**src/ird_pkg.sv**
```systemverilog
// package: register map, rate code fields and divider lookup tables
package ird_pkg;

    localparam int DATA_W = 8;
    localparam int ADDR_W = 3;
    localparam int CNT_W  = 16;

    // register indices, one per address
    localparam logic [ADDR_W-1:0] OFS_OWN_ADDR  = 3'h0;
    localparam logic [ADDR_W-1:0] OFS_RATE_DIV  = 3'h1;
    localparam logic [ADDR_W-1:0] OFS_BUS_CTRL  = 3'h2;
    localparam logic [ADDR_W-1:0] OFS_BUS_STAT  = 3'h3;
    localparam logic [ADDR_W-1:0] OFS_DATA_IO   = 3'h4;
    localparam logic [ADDR_W-1:0] OFS_CTRL_EXT  = 3'h5;
    localparam logic [ADDR_W-1:0] OFS_GEN_STAT  = 3'h6;

    localparam logic [DATA_W-1:0] OWN_ADDR_RST  = 8'h00;
    localparam logic [DATA_W-1:0] RATE_DIV_RST  = 8'h00;
    localparam logic [DATA_W-1:0] OWN_ADDR_MASK = 8'hFE;
    localparam int ADR_HI = 7;
    localparam int ADR_LO = 1;

    // rate code field positions
    localparam int MUL_HI = 7;
    localparam int MUL_LO = 6;
    localparam int PRE_HI = 5;
    localparam int PRE_LO = 3;
    localparam int TAP_HI = 2;
    localparam int TAP_LO = 0;

    // generator status bit positions
    localparam int ST_SCL     = 0;
    localparam int ST_RUN     = 1;
    localparam int ST_PENDING = 2;
    localparam int ST_SLAVE   = 3;

    localparam logic [1:0] MUL_X1 = 2'h0;
    localparam logic [1:0] MUL_X2 = 2'h1;
    localparam logic [1:0] MUL_X4 = 2'h2;

    localparam logic [CNT_W-1:0] SCL_PAD = 16'h0002;
    localparam logic [CNT_W-1:0] SDA_PAD = 16'h0003;
    localparam logic [CNT_W-1:0] ONE     = 16'h0001;

    localparam logic [7:0] CLK_TAP [8] = '{8'h05, 8'h06, 8'h07, 8'h08,
                                           8'h09, 8'h0A, 8'h0C, 8'h0F};
    localparam logic [7:0] DAT_TAP [8] = '{8'h01, 8'h01, 8'h02, 8'h02,
                                           8'h03, 8'h03, 8'h04, 8'h04};
    localparam logic [7:0] EDGE_TAP [8] = '{8'h04, 8'h04, 8'h06, 8'h06,
                                            8'h0E, 8'h1E, 8'h3E, 8'h7E};
    localparam logic [7:0] START_BASE [8] = '{8'h02, 8'h02, 8'h02, 8'h06,
                                              8'h0E, 8'h1E, 8'h3E, 8'h7E};
    localparam logic [7:0] STOP_BASE [8] = '{8'h07, 8'h07, 8'h09, 8'h09,
                                             8'h11, 8'h21, 8'h41, 8'h81};

    typedef struct packed {
        logic [CNT_W-1:0] scl_period;
        logic [CNT_W-1:0] sda_hold;
        logic [CNT_W-1:0] start_hold;
        logic [CNT_W-1:0] stop_hold;
    } ird_timing_s;

endpackage

```
**src/ird_rate_divider.sv**
```systemverilog
// register front end and serial clock rate generator of the two-wire interface
//
// Local design decision: the address-and-strobe port.
`timescale 1ns/1ps

// Notes on behaviour
// - own-address register bits 7:1 hold the slave address answered to
// - own-address bit 0 always reads zero regardless of writes
// - after reset the block acts as slave watching for its own address
// - own-address and rate registers are readable and writable at any time
// - rate code: bits 7:6 multiplier, 5:3 prescaler, 2:0 tap point
// - tap codes give clock taps 5..15 and data taps 1..4
// - tap spacing is two to the power of the prescaler field
// - prescaler selects edge-to-first-tap, start-hold and stop-hold bases
// - multiplier codes give 1, 2, 4; code 11 is reserved
// - count from SCL fall to first tap equals mul * the edge-to-first-tap value
// - clock tap sets SCL period, data tap sets SDA hold after SCL fall
// - SCL period = mul * 2 * (edge tap + (clock tap-1)*spacing + 2)
// - SDA hold = mul * (edge tap + (data tap-1)*spacing + 3)
// - start hold = mul * (start base + (clock tap-1)*spacing)
// - stop hold = mul * (stop base + (clock tap-1)*spacing)
module ird_rate_divider
    import ird_pkg::*;
(
    input  wire logic              ref_clk,
    input  wire logic              reset,
    input  wire logic [ADDR_W-1:0] reg_addr,
    input  wire logic [DATA_W-1:0] reg_wdata,
    input  wire logic              reg_wr,
    input  wire logic              reg_rd,
    output logic      [DATA_W-1:0] reg_rdata,
    input  wire logic              gen_enable,
    input  wire logic              master_req,
    output logic      [6:0]        slave_address,
    output logic                   slave_mode,
    output logic                   scl_gen,
    output logic                   scl_fall,
    output logic                   sda_change,
    output ird_timing_s            timing
);

    logic [DATA_W-1:0] own_address_reg_r;
    logic [DATA_W-1:0] rate_divider_reg_r;
    logic [DATA_W-1:0] rate_code_r;
    logic [DATA_W-1:0] rdata_r;
    logic [CNT_W-1:0]  cnt_r;
    logic              scl_r;
    logic              run_r;
    logic              fall_r;
    logic              sda_r;
    logic              slave_r;
    ird_timing_s       timing_r;

    // field decode of the code in use
    wire logic [1:0] rate_multiplier = rate_code_r[MUL_HI:MUL_LO];
    wire logic [2:0] presc_fld       = rate_code_r[PRE_HI:PRE_LO];
    wire logic [2:0] tap_fld         = rate_code_r[TAP_HI:TAP_LO];

    // reserved multiplier code is treated as x1
    wire logic [1:0] mul_shift = (rate_multiplier == MUL_X2) ? 2'h1 :
                                 (rate_multiplier == MUL_X4) ? 2'h2 : 2'h0;

    wire logic [CNT_W-1:0] tap_spacing       = ONE << presc_fld;
    wire logic [CNT_W-1:0] edge_to_first_tap = {8'h00, EDGE_TAP[presc_fld]};
    wire logic [CNT_W-1:0] start_hold_base   = {8'h00, START_BASE[presc_fld]};
    wire logic [CNT_W-1:0] stop_hold_base    = {8'h00, STOP_BASE[presc_fld]};
    wire logic [CNT_W-1:0] clk_span =
        CNT_W'({8'h00, CLK_TAP[tap_fld] - 8'h01} * tap_spacing);
    wire logic [CNT_W-1:0] dat_span =
        CNT_W'({8'h00, DAT_TAP[tap_fld] - 8'h01} * tap_spacing);

    // the multiplier is a power of two, so it is applied as a shift
    wire logic [CNT_W-1:0] first_tap  = edge_to_first_tap << mul_shift;
    wire logic [CNT_W-1:0] scl_half   = first_tap +
                                        ((clk_span + SCL_PAD) << mul_shift);
    wire logic [CNT_W-1:0] scl_period = scl_half << 1;
    wire logic [CNT_W-1:0] sda_hold   = first_tap +
                                        ((dat_span + SDA_PAD) << mul_shift);
    wire logic [CNT_W-1:0] start_hold = (start_hold_base + clk_span) << mul_shift;
    wire logic [CNT_W-1:0] stop_hold  = (stop_hold_base + clk_span) << mul_shift;

    wire logic bit_end   = cnt_r == scl_period - ONE;
    // idle generator has no bit in flight, so a new code loads at once
    wire logic boundary  = !run_r || bit_end;
    wire logic pending   = rate_code_r != rate_divider_reg_r;
    // the count restarts at zero on the fall edge, so the first bit is as long as the rest
    wire logic [CNT_W-1:0] cnt_nxt = (!gen_enable || boundary) ? '0 : cnt_r + ONE;
    wire logic scl_nxt   = gen_enable && !boundary && (cnt_r + ONE >= scl_half);
    wire logic sda_nxt   = gen_enable && !boundary &&
                           (cnt_r + ONE == sda_hold);

    wire logic wr_own  = reg_wr && (reg_addr == OFS_OWN_ADDR);
    wire logic wr_rate = reg_wr && (reg_addr == OFS_RATE_DIV);
    wire logic [DATA_W-1:0] gen_status =
        (DATA_W'(scl_r) << ST_SCL) | (DATA_W'(run_r) << ST_RUN) |
        (DATA_W'(pending) << ST_PENDING) | (DATA_W'(slave_r) << ST_SLAVE);
    wire logic [DATA_W-1:0] rd_mux =
        (reg_addr == OFS_OWN_ADDR) ? (own_address_reg_r & OWN_ADDR_MASK) :
        (reg_addr == OFS_RATE_DIV) ? rate_divider_reg_r :
        (reg_addr == OFS_GEN_STAT) ? gen_status : '0;

    always_ff @(posedge ref_clk) begin
        if (reset) begin
            own_address_reg_r  <= OWN_ADDR_RST;
            rate_divider_reg_r <= RATE_DIV_RST;
            rdata_r            <= '0;
        end else begin
            if (wr_own) begin
                own_address_reg_r <= reg_wdata & OWN_ADDR_MASK;
            end
            if (wr_rate) begin
                rate_divider_reg_r <= reg_wdata;
            end
            rdata_r <= reg_rd ? rd_mux : '0;
        end
    end

    always_ff @(posedge ref_clk) begin
        if (reset) begin
            rate_code_r <= RATE_DIV_RST;
            cnt_r       <= '0;
            scl_r       <= 1'b1;
            run_r       <= 1'b0;
            fall_r      <= 1'b0;
            sda_r       <= 1'b0;
            slave_r     <= 1'b1;
            timing_r    <= '0;
        end else begin
            if (boundary) begin
                rate_code_r <= rate_divider_reg_r;
            end
            cnt_r    <= cnt_nxt;
            // scl idles high and falls at the start of each bit
            scl_r    <= gen_enable ? scl_nxt : 1'b1;
            fall_r   <= gen_enable && (!run_r || bit_end);
            run_r    <= gen_enable;
            sda_r    <= sda_nxt;
            slave_r  <= !master_req;
            timing_r <= '{scl_period, sda_hold, start_hold, stop_hold};
        end
    end

    assign reg_rdata     = rdata_r;
    assign slave_address = own_address_reg_r[ADR_HI:ADR_LO];
    assign slave_mode    = slave_r;
    assign scl_gen       = scl_r;
    assign scl_fall      = fall_r;
    assign sda_change    = sda_r;
    assign timing        = timing_r;

endmodule

```
**config.mk**
```make
export PLATFORM = sky130hd
export DESIGN_NAME = ird_rate_divider
export DESIGN_NICKNAME = d
export VERILOG_FILES = /design/src/ird_pkg.sv /design/src/ird_rate_divider.sv
export SDC_FILE = /design/constraint.sdc
export NUM_CORES = 1
export LEC_CHECK = 0
export ABC_AREA = 1
export BUFFER_PORTS_ARGS = -buffer_cell sky130_fd_sc_hd__buf_2
export CAP_MARGIN = 25
export CORE_MARGIN = 5
export CORE_UTILIZATION = 45
export DETAILED_ROUTE_END_ITERATION = 8
export PLACE_DENSITY = 0.62
export REMOVE_ABC_BUFFERS = 1
export SYNTH_ARGS = -nofsm -noshare
export SYNTH_HDL_FRONTEND = slang
export SYNTH_SLANG_ARGS = --single-unit
```
**constraint.sdc**
```tcl
create_clock -name ref_clk -period 20.2 [get_ports ref_clk]
set_clock_uncertainty 0.1 [all_clocks]
set_input_delay 2.02 -clock ref_clk [delete_from_list [all_inputs] [get_ports ref_clk]]
set_output_delay 2.02 -clock ref_clk [all_outputs]
set_load 0.01 [all_outputs]
```
==> results of run 1 <==
[cell families after synthesis]
kind of cell             after synthesis  synth area share
AND/OR/NAND/NOR                      808             0.283
other                                  2          0.000609
adder cells (fa/ha/maj)              205             0.255
multiplexers                           3           0.00244
AO/OA/AOI/OAI                        228             0.106
flip-flops                           114             0.185
buffers and inverters                328             0.103
XOR/XNOR                              88            0.0648
[worst max-delay path by stage]
| stage | start | endpoint | cells after the start |
|---|---|---|---|
| 3_3_place_gp | rate_code_r[1] | cnt_r[0] | 46 |
| 2_1_floorplan | rate_code_r[1] | cnt_r[15] | 46 |
| 4_1_cts | rate_code_r[1] | cnt_r[0] | 46 |
| 5_1_grt | rate_code_r[1] | cnt_r[0] | 49 |
| 3_5_place_dp | rate_code_r[1] | cnt_r[0] | 46 |
| 6_report | rate_code_r[1] | cnt_r[0] | 46 |
[per-stage QoR]
| step | cells | total power, mW | utilization | hold slack [ns] |
|---|---|---|---|---|
| floorplan | 1757 | 0.548 | - | 0.366 |
| global placement | 2204 | 0.650 | 0.490 | 0.367 |
| detailed placement | 2204 | 0.654 | 0.490 | 0.378 |
| CTS | 2236 | 0.959 | 0.511 | 0.391 |
| global route | 2236 | 1.03 | 0.511 | 0.410 |
| finish | 2236 | 0.955 | 0.511 | 0.387 |
[synth_stat cells, types with 6 or more instances]
master / number / area share
nand3_2: 6 / 0.0049
nand3b_1: 7 / 0.0043
a21oi_1: 90 / 0.037
nand4_1: 17 / 0.0086
o22ai_1: 22 / 0.011
nand3_1: 120 / 0.049
nand2_2: 22 / 0.011
dfxtp_1: 114 / 0.19
o221ai_1: 6 / 0.0043
or2_2: 6 / 0.0030
xnor2_1: 20 / 0.014
nor2_2: 23 / 0.012
ha_1: 128 / 0.13
nand2_1: 371 / 0.11
clkbuf_1: 25 / 0.0076
fa_1: 77 / 0.13
o21ai_0: 67 / 0.027
xor2_1: 65 / 0.046
o211ai_1: 6 / 0.0037
nor2_1: 212 / 0.065
buf_1: 9 / 0.0027
inv_1: 275 / 0.084
nor3_1: 14 / 0.0057
[flip-flops by register name, summed over array words and instances (netlist names)]
register	cells
cnt_r	16
reg_rdata	8
scl_gen	1
timing	62
slave_mode	1
rate_divider_reg_r	8
scl_fall	1
rate_code_r	8
run_r	1
sda_change	1
own_address_reg_r	7
[per-layer routing]
metal	GRT usage	wire, um
met1	0.277	14500
met2	0.367	15700
met3	0.0239	1700
met4	0.0533	549
met5	0	0
[power groups by stage]
stage          sequential [mW]  combinational (mW)  clock, mW
5_1_grt                  0.258               0.452      0.318
3_5_place_dp             0.261               0.393          0
6_report                 0.255               0.397      0.303
3_3_place_gp             0.260               0.390          0
2_1_floorplan            0.272               0.276          0
4_1_cts                  0.256               0.397      0.307
[critical path: cells and delay by family, from the launching register on]
family	cells	cell delay, ns
compound gates	4	0.71
xor+xnor	1	0.42
fa+ha+maj	8	3.17
buf+inv	11	0.83
flops	1	0.49
simple gates	22	2.96
[cell type report]
| type | count | area, um^2 | share of cell area |
|---|---|---|---|
| multi-input combinational | 1359 | 8870 | 0.644 |
| clock buffer | 18 | 439 | 0.0319 |
| clock inverter | 14 | 144 | 0.0104 |
| timing repair buffer | 106 | 551 | 0.0399 |
| inverter | 284 | 1070 | 0.0775 |
| sequential | 114 | 2280 | 0.166 |
| tap | 341 | 427 | 0.0310 |
==> run metrics, run 1 <==
status=complete, no violations; Die Width=176 um; RR Endpoint=cnt_r[0]; sequential power share=0.267; Max Clk Rate=0.113 GHz; Pint=0.567 mW; max_cap viols=0; Req. time, crit path=20.39 ns; postcts setup bufs=0; Yosys reg bits=114; setup ws final=around 11 ns; core area=27000 um^2; Post-synth top flop=dfxtp_1; Clock Latency Late Sink=0.42 ns; max incr delay on CP=0.52 ns; Pre-antenna DRT Iters=9; Post-synth EDFFs=0; crit path kind=flip-flop to flip-flop; reg-to-reg setup timing slack=11.39 ns; worst path arrival time=9.01 ns; Avg WL per Cell=14.5 um; hold_buf cts=0; Die Span Y=176 um; leakage power=7.07 nW; Worst-Margin Slew=between 0.7 and 0.8 ns; port bufs=98; Row Count=60; clk slew on worst S/H paths=0.06 ns; area delta synth->final=11.8%; Clock Sinks=approximately 110; # nets final=2104; clock share of power=0.317; setup TNS=0 ns; die footprint=30800 um^2; CP max stage cell=fa_1; DR iter-0 viols=850; syn avg cell area=around 6.9 um^2; Ant. Diodes=0; H-tree Lvls=4; fin crit share=0.436; synth unique cells=57; Hold Vio Cnt, Final=0; Hold WC Path Type=flip-flop to flip-flop; Worst Setup End Kind=flip-flop; Worst R2R Start=rate_code_r[1]; hold-critical path depth=2; Max FO, Critical Path=17; combinational share of power=0.415; vias in the first global route=11.0k; count of final setup violators=0; Tmin final=8.81 ns; Hold Startpoint=scl_gen; fraction of registers with async set/reset=0; Switching Share=0.407; initial core utilization=0.457; VDD IR-drop max=0.0618 mV; Placed Area=around 13000 um^2; WL final=~33000 um; largest net degree at the start of global routing=57; vias per inst=5.19; post-DP HPWL=26500 um; type of origin of the critical path=flip-flop; gpl congestion=0.897; sequential area share after synthesis=0.185; Post-CTS Resized=0; TritonCTS clock tree=built; final slew viol count=0; Syn Inst Count=1776; Min-Delay Endpoint=reg_rdata[0]; Root Buffer=clkbuf_16; most frequent cells in the layout=371 x nand2_1, 275 x inv_1, 212 x nor2_1; Synth Warn #=0; r2r worst-path depth=between 40 and 50; unrepaired setup endpoints after global routing=false; total gr overflow=0; most frequent CP cell=inv_1; first-pass GRT wire length=~54000 um; Max-slew headroom=0.528; vias=11.6k; pre-CTS setup slack=about 11 ns; antenna viol nets, final=0; layout cells sized above 1=0.111; gr usage total=0.210; Top Ports=100; Pwr Density=just under 70 nW/um^2; Fill cells=2694; Mapped Area=12300 um^2; commonest non-fill, non-tap cell in the layout=nand2_1; # DRC=0; design area=13800 um^2; Clock Path Buffers=2; NetSw=roughly 0.39 mW; CTS buffer count=17; initial antenna violation count=0
(Power assumes the default switching activity.)
==> run 2: changes to the inputs <==
==> constraint.sdc (replaced) <==
create_clock -name ref_clk -period 9.19 [get_ports ref_clk]
set_clock_uncertainty 0.1 [all_clocks]
set_input_delay 0.919 -clock ref_clk [delete_from_list [all_inputs] [get_ports ref_clk]]
set_output_delay 0.919 -clock ref_clk [all_outputs]
set_load 0.01 [all_outputs]
==> run 2 against run 1 <==
  * Worst setup slack lost 11 ns
  * Global-route usage grew 0.16 points
  * First-iteration DRC count grew 0.24%
  * Maximum frequency grew 4.4%
  * Worst hold slack gained 0.0044 ns
  * Combinational power grew 120%
  * Critical path type unchanged
  * Critical endpoint unchanged
  * Largest cell class unchanged
==> run metrics, run 2 (same netlist as run 1, synthesis figures left out) <==
largest net degree at the start of global routing=57 (unchanged); first-pass GRT wire length=54000 um (was 53600 um); # nets final=2109 (was 2104); Worst-Margin Slew=0.749 ns (was 0.703 ns); status=complete, no violations (unchanged); Hold WS=0.392 ns (was 0.387 ns); Hold WC Path Type=flip-flop to flip-flop (unchanged); Pwr Density=153 nW/um^2 (was 69.3 nW/um^2); type of origin of the critical path=flip-flop (unchanged); Clock Latency Late Sink=0.43 ns (was 0.42 ns); Die Width=176 um (unchanged); Tmin final=8.44 ns (was 8.81 ns); CTS buffer count=17 (unchanged); vias per inst=5.17 (was 5.19); VDD IR-drop max=0.125 mV (was 0.0618 mV); Pint=1.26 mW (was 0.567 mW); Hold Vio Cnt, Final=0 (unchanged); antenna viol nets, final=0 (unchanged); sequential power share=0.265 (was 0.267); Pre-antenna DRT Iters=5 (was 9); layout cells sized above 1=0.115 (was 0.111); gr usage total=0.212 (was 0.210); max_cap viols=0 (unchanged); Req. time, crit path=9.39 ns (was 20.39 ns); core area=27000 um^2 (unchanged); Util after Layout=0.513 (was 0.511); max reg flops=62 (unchanged); Most Crowded Layer GR=met2 (unchanged); WL final=33000 um (was 32500 um); setup ws final=0.750 ns (was 11.39 ns); CP max stage cell=fa_1 (unchanged); H-tree Lvls=4 (unchanged); vias=11.6k (about the same); GRT met3 Usage=0.0254 (was 0.0239); initial core utilization=0.457 (unchanged); setup TNS=0 ns (unchanged); initial antenna violation count=0 (unchanged); fin crit share=0.918 (was 0.436); met2 GRT Util=0.360 (was 0.367); pre-CTS setup slack=0.566 ns (was 11.49 ns); most frequent CP cell=inv_1 (unchanged); TritonCTS clock tree=built (unchanged); NetSw=0.855 mW (was 0.389 mW); Switching Share=0.404 (was 0.407); Top Ports=100 (unchanged); clock share of power=0.320 (was 0.317); Max Clk Rate=0.118 GHz (was 0.113 GHz); combinational share of power=0.416 (was 0.415); leakage power=7.11 nW (was 7.07 nW); commonest non-fill, non-tap cell in the layout=nand2_1 (unchanged); port bufs=98 (unchanged); Root Buffer=clkbuf_16 (unchanged); worst path arrival time=8.64 ns (was 9.01 ns); clk slew on worst S/H paths=0.08 ns (was 0.06 ns); vias in the first global route=11.1k (was 11.0k); placed cells=2207 (was 2204); Clock Path Buffers=2 (unchanged); crit path kind=flip-flop to flip-flop (unchanged); # DRC=0 (unchanged); Max FO, Critical Path=17 (unchanged); M1 GR Usage=0.281 (was 0.277); Worst Setup End Kind=flip-flop (unchanged); most frequent cells in the layout=371 x nand2_1, 275 x inv_1, 211 x nor2_1 (was 371 x nand2_1, 275 x inv_1, 212 x nor2_1); Ant. Diodes=0 (unchanged); max incr delay on CP=0.53 ns (was 0.52 ns); Avg WL per Cell=14.7 um (was 14.5 um); Die Span Y=176 um (unchanged); gpl congestion=0.891 (was 0.897); post-DP HPWL=26500 um (about the same); Max-slew headroom=0.497 (was 0.528); total gr overflow=0 (unchanged); die footprint=30800 um^2 (unchanged); area delta synth->final=12.2% (was 11.8%); DR iter-0 viols=852 (was 850); Clock Sinks=114 (unchanged); count of final setup violators=0 (unchanged); final slew viol count=0 (unchanged); non-filler cells, final=2240 (was 2236); unrepaired setup endpoints after global routing=false (unchanged); Row Count=60 (unchanged)
[run 2: cell count changes in the layout (fill, tap and decap cells not counted), moves of 2 or more]
cell        change
buf_4           +5
clkinv_2        +2
clkinv_4        +3
clkinvlp_4      -2
inv_6           -2
inv_8           -2
[run 2: worst paths after layout]
check | from | endpoint | slack, ns | cells after the start
hold / removal | own_address_reg_r[5] | own_address_reg_r[5] | 0.39 | 2
hold reg to reg | own_address_reg_r[5] | own_address_reg_r[5] | 0.39 | 2
setup reg to reg | rate_code_r[0] | cnt_r[0] | 0.75 | 48
setup / recovery | rate_code_r[0] | cnt_r[0] | 0.75 | 48
[run 2: area by class of cell]
type | count | area, um^2
well taps | 341 | 427
fillers | 2678 | 13100
clock buffers | 17 | 425
clock inverters | 14 | 155
flip-flops and latches | 114 | 2280
inverters | 284 | 1070
multi-input cells | 1359 | 8890
repair buffers | 111 | 588
[run 2: critical path, delay by kind of cell (launching register included)]
family          cells  cell delay (ns)
compound gates      4             0.59
flops               1             0.35
simple gates       22             2.60
buf+inv            12             1.01
fa+ha+maj           8             3.23
xor+xnor            2             0.41
[run 2: stage by stage]
stage	cell area, um^2	power [mW]
4_1_cts	13800	2.12
3_5_place_dp	13200	1.44
5_1_grt	13800	2.27
3_3_place_gp	13200	1.43
2_1_floorplan	12200	1.20
6_report	13800	2.12
[run 2: power groups by stage]
stage | sequential, mW | clock (mW) | combinational (mW)
2_1_floorplan | 0.597 | 0 | 0.607
3_3_place_gp | 0.571 | 0 | 0.859
3_5_place_dp | 0.572 | 0 | 0.866
4_1_cts | 0.561 | 0.682 | 0.876
5_1_grt | 0.566 | 0.706 | 0.999
6_report | 0.560 | 0.677 | 0.880
[run 2: per-layer routing]
| metal | part of all wire | up-vias |
|---|---|---|
| met4 | 0.027 | 0 |
| met5 | 0 | - |
| met1 | 0.45 | 5369 |
| met3 | 0.053 | 50 |
| met2 | 0.47 | 298 |
| li1 | - | 5856 |
[run 2: repair_timing]
action | in CTS | in global routing
endpoints found under the setup margin | 0 | 27
resized for setup | 0 | 4
endpoints found under the hold margin | 0 | 0
setup buffers | 0 | 2
hold buffers | 0 | 0
